<file path="src/blerc_fifo.sv">
module blerc_fifo #(
    parameter int WIDTH = 2,
    parameter int DEPTH = 8
) (
    input wire logic clock, // System clock
    input wire logic rstn, // Synchronous reset, active low
    input wire logic flush, // Drop all contents
    input wire logic in_valid, // Write request
    output logic in_ready, // Space available
    input wire logic [WIDTH-1:0] in_data, // Write data
    output logic out_valid, // Data available
    input wire logic out_ready, // Read accept
    output logic [WIDTH-1:0] out_data // Read data
);
    localparam int AW = $clog2(DEPTH);
    logic [WIDTH-1:0] mem [DEPTH];
    logic [AW-1:0] wr_ptr;
    logic [AW-1:0] rd_ptr;
    logic [AW:0] count;
    wire push = in_valid && in_ready;
    wire pop = out_valid && out_ready;

    assign in_ready = count < (AW+1)'(DEPTH);
    assign out_valid = count != '0;
    assign out_data = mem[rd_ptr];

    always_ff @(posedge clock) begin
        if (push) begin
            mem[wr_ptr] <= in_data;
        end
    end

    always_ff @(posedge clock) begin
        if (!rstn || flush) begin
            wr_ptr <= '0;
            rd_ptr <= '0;
            count <= '0;
        end else begin
            if (push) begin
                wr_ptr <= (wr_ptr == AW'(DEPTH - 1)) ? '0 : wr_ptr + 1'b1;
            end
            if (pop) begin
                rd_ptr <= (rd_ptr == AW'(DEPTH - 1)) ? '0 : rd_ptr + 1'b1;
            end
            count <= count + (AW+1)'(push) - (AW+1)'(pop);
        end
    end
endmodule : blerc_fifo

</file>
<file path="config.mk">
export PLATFORM = sky130hd
export DESIGN_NAME = blerc_fifo
export DESIGN_NICKNAME = d
export VERILOG_FILES = /design/src/blerc_fifo.sv
export SDC_FILE = /design/constraint.sdc
export NUM_CORES = 1
export LEC_CHECK = 0
export BUFFER_PORTS_ARGS = -buffer_cell sky130_fd_sc_hd__buf_2
export CORE_MARGIN = 2
export CORE_UTILIZATION = 57
export CTS_BUF_LIST = sky130_fd_sc_hd__clkbuf_4 sky130_fd_sc_hd__clkbuf_8 sky130_fd_sc_hd__clkbuf_16
export CTS_CLUSTER_DIAMETER = 200
export CTS_CLUSTER_SIZE = 30
export DETAILED_ROUTE_END_ITERATION = 7
export GPL_ROUTABILITY_DRIVEN = 1
export PLACE_DENSITY_LB_ADDON = 0.15
export SLEW_MARGIN = 0
export SYNTH_ARGS = -nofsm -noshare
export SYNTH_HDL_FRONTEND = slang
export SYNTH_SLANG_ARGS = --single-unit
export TNS_END_PERCENT = 20
</file>
<file path="constraint.sdc">
create_clock -name clock -period 2.8 [get_ports clock]
set_clock_uncertainty 0.15 [all_clocks]
set_input_delay 0.28 -clock clock [delete_from_list [all_inputs] [get_ports clock]]
set_output_delay 0.28 -clock clock [all_outputs]
set_load 0.01 [all_outputs]
</file>
==> metrics.yaml <==
arrival_ns: 2.59
slew-limit-headroom: 0.620
rsz0062_at_grt: "false"
wl_met2_um: 1080
setup_viol: 0
grt_pass1_wl_um: 3510
row_count: 17
numClockSinks: 29
met1_length_um: 895
endpoint_kind: "flop"
cts_resized: 0
power_frac_seq: 0.487
setup_tns_ns: 0
yosysUniqueCellTypes: 25
antenna_found_initial: 0
cts.clk_slew.worst_paths_ns: 0.09
final_common_cell: "edfxtp_1"
outcome: "complete, no violations"
synthCells: 100
combinationalPowerShare: 0.117
drtAntennaViolNets: 0
power.total_uw: 968
dr_total_vias: 794
p_sw_frac: 0.223
cts_buffers: 5
crit_fanout: 6
fillers: 177
fmax_mhz: 395
port_buffers: 10
viasPerCell: 5.48
final_core_util: 0.675
ys_warn_count: 0
ir_drop_uv: 655
ys_seq_area_frac: 0.576
grt_pass1_vias: 781
worstSetupPathType: "flop to flop"
r2r_slack_ns: 0.27
p_switching_uw: 216
initial_core_util: 0.592
gr-total-overflow: 0
cts_tree: "built"
cts-root-buf: "clkbuf_4"
dp_hpwl_um: 1600
internal-power_uw: 752
setup_ws_ns: 0.268
slew_violations: 0
reg2reg_to: "count[2]$_SDFF_PP0_"
cap_violations: 0
drive_gt1_frac: 0.171
wl_met3_um: 88
min-delay-path-class: "primary input to flop"
die_area_um2: 2650
worstReg2RegStart: "count[3]$_SDFF_PP0_"
min-delay-start: "in_data[0]"
syn_area_um2: 1280
die-width_um: 51.5
clockPowerShare: 0.396
postCtsSetupRepairBufs: 0
area_growth_pct: 13.9
syn_avg_cell_area_um2: 12.8
ctsLongestPathBuffers: 2
core_um2: 2170
nets: 132
min_period_over_period: 0.904
top_layer: "met4"
yosysTopAreaCellShare: 0.374
drtPass1Iterations: 4
htreeDepth: 2
synth_seq_cells: 29
antenna_cells: 0
grt.total_usage: 0.198
insertion_delay_ns: 0.32
cp.required_ns: 2.85
pre_cts_slack_ns: 0.281
final_hold_viol_count: 0
wire_per_inst_um: 14.5
syn_nets: 116
hold_end: "mem[6][0]$_DFFE_PP_"
drc: 0
drt_iter0_drc: 15
synth_top_cell_by_area: "edfxtp_1"
grt_max_degree: 11
die_y_um: 51.5
place_congestion: 0.785
pin_count: 11
finalCriticalPeriod_ns: 2.53
synth_area_leaders: "edfxtp_1 37%, dfxtp_1 20%, mux4_1 8.2%"
startpoint_type: "flop"
mostFrequentLayoutCells: "16 x edfxtp_1, 13 x dfxtp_1, 10 x buf_2, 9 x a21oi_1, 8 x ha_1"
tightest_slew_ns: 0.569
ff2ff_path_depth: 10
cts_hold_buf: 0
hold_depth: 1
power.leakage_nw: 0.553
wl_um: 2100
hold_slack_ns: 0.0806
power-per-cell-area_nw_per_um2: 661
==> Yosys cell counts <==
cell type and number:
fa_1 1, nor2_1 6, nand4b_1 1, mux2_2 2, nor2b_1 2, nand3_1 2
clkbuf_1 1, nor3_1 4, ha_1 8, or4_1 1, o21ai_0 4, a21o_1 1
dfxtp_1 13, mux4_1 4, inv_1 5, nor3b_1 1, mux2i_1 2, and2_1 2
nand2_1 7, nand2b_1 5, edfxtp_1 16, nand3b_1 1, xnor2_1 1, nor4_1 1
a21oi_1 9
==> power groups by stage <==
stage / clock [mW] / combinational (mW) / sequential [mW]
final: 0.383 / 0.113 / 0.471
after global routing: 0.415 / 0.128 / 0.473
after CTS: 0.394 / 0.115 / 0.471
after detailed placement: 0 / 0.114 / 0.481
after global placement: 0 / 0.109 / 0.480
after floorplan: 0 / 0.0803 / 0.478
==> per-layer routing <==
layer / global-route usage / vias up
met1: 0.218 / 372
met3: 0.0877 / 4
met2: 0.321 / 17
met5: 0 / -
li1: - / 401
met4: 0.105 / 0
==> area by class of cell <==
class | instances | area [µm²] | share of cell area
sequential | 29 | 741 | 0.506
timing repair buffer | 10 | 50.0 | 0.0342
tap | 28 | 35.0 | 0.0239
clock buffer | 6 | 62.6 | 0.0427
clock inverter | 2 | 35.0 | 0.0239
inverter | 5 | 18.8 | 0.0128
multi-input combinational | 65 | 522 | 0.356
==> worst max-delay path, stage by stage (launching register included) <==
cell and delay, ns:
dfxtp_1 0.33, inv_1 0.08, ha_1 0.13, nor3b_1 0.48
inv_1 0.17, nand3_1 0.20, nand2_1 0.09, ha_1 0.21
fa_1 0.38, xnor2_1 0.15, nor2_1 0.05
==> logic make-up after synthesis <==
kind of cell             after synthesis  share of synthesized area
buffers and inverters                  6                     0.0175
adder cells (fa/ha/maj)                9                     0.0935
XOR/XNOR                               1                    0.00682
AND/OR/NAND/NOR                       33                      0.134
AO/OA/AOI/OAI                         14                     0.0565
multiplexers                           8                      0.115
flip-flops                            29                      0.576
==> through the flow <==
stage          instance area [µm²]  instances
2_1_floorplan                 1280        100
3_3_place_gp                  1370        137
6_report                      1460        145
5_1_grt                       1460        145
3_5_place_dp                  1370        137
4_1_cts                       1460        145
==> worst max path at each step <==
| stage | from | end |
|---|---|---|
| floorplan | count[3]$_SDFF_PP0_ | count[2]$_SDFF_PP0_ |
| global placement | count[3]$_SDFF_PP0_ | count[2]$_SDFF_PP0_ |
| detailed placement | count[3]$_SDFF_PP0_ | count[2]$_SDFF_PP0_ |
| CTS | count[3]$_SDFF_PP0_ | count[2]$_SDFF_PP0_ |
| global route | count[3]$_SDFF_PP0_ | count[2]$_SDFF_PP0_ |
| finish | count[3]$_SDFF_PP0_ | count[2]$_SDFF_PP0_ |
Power figures use the tool's default switching activity.
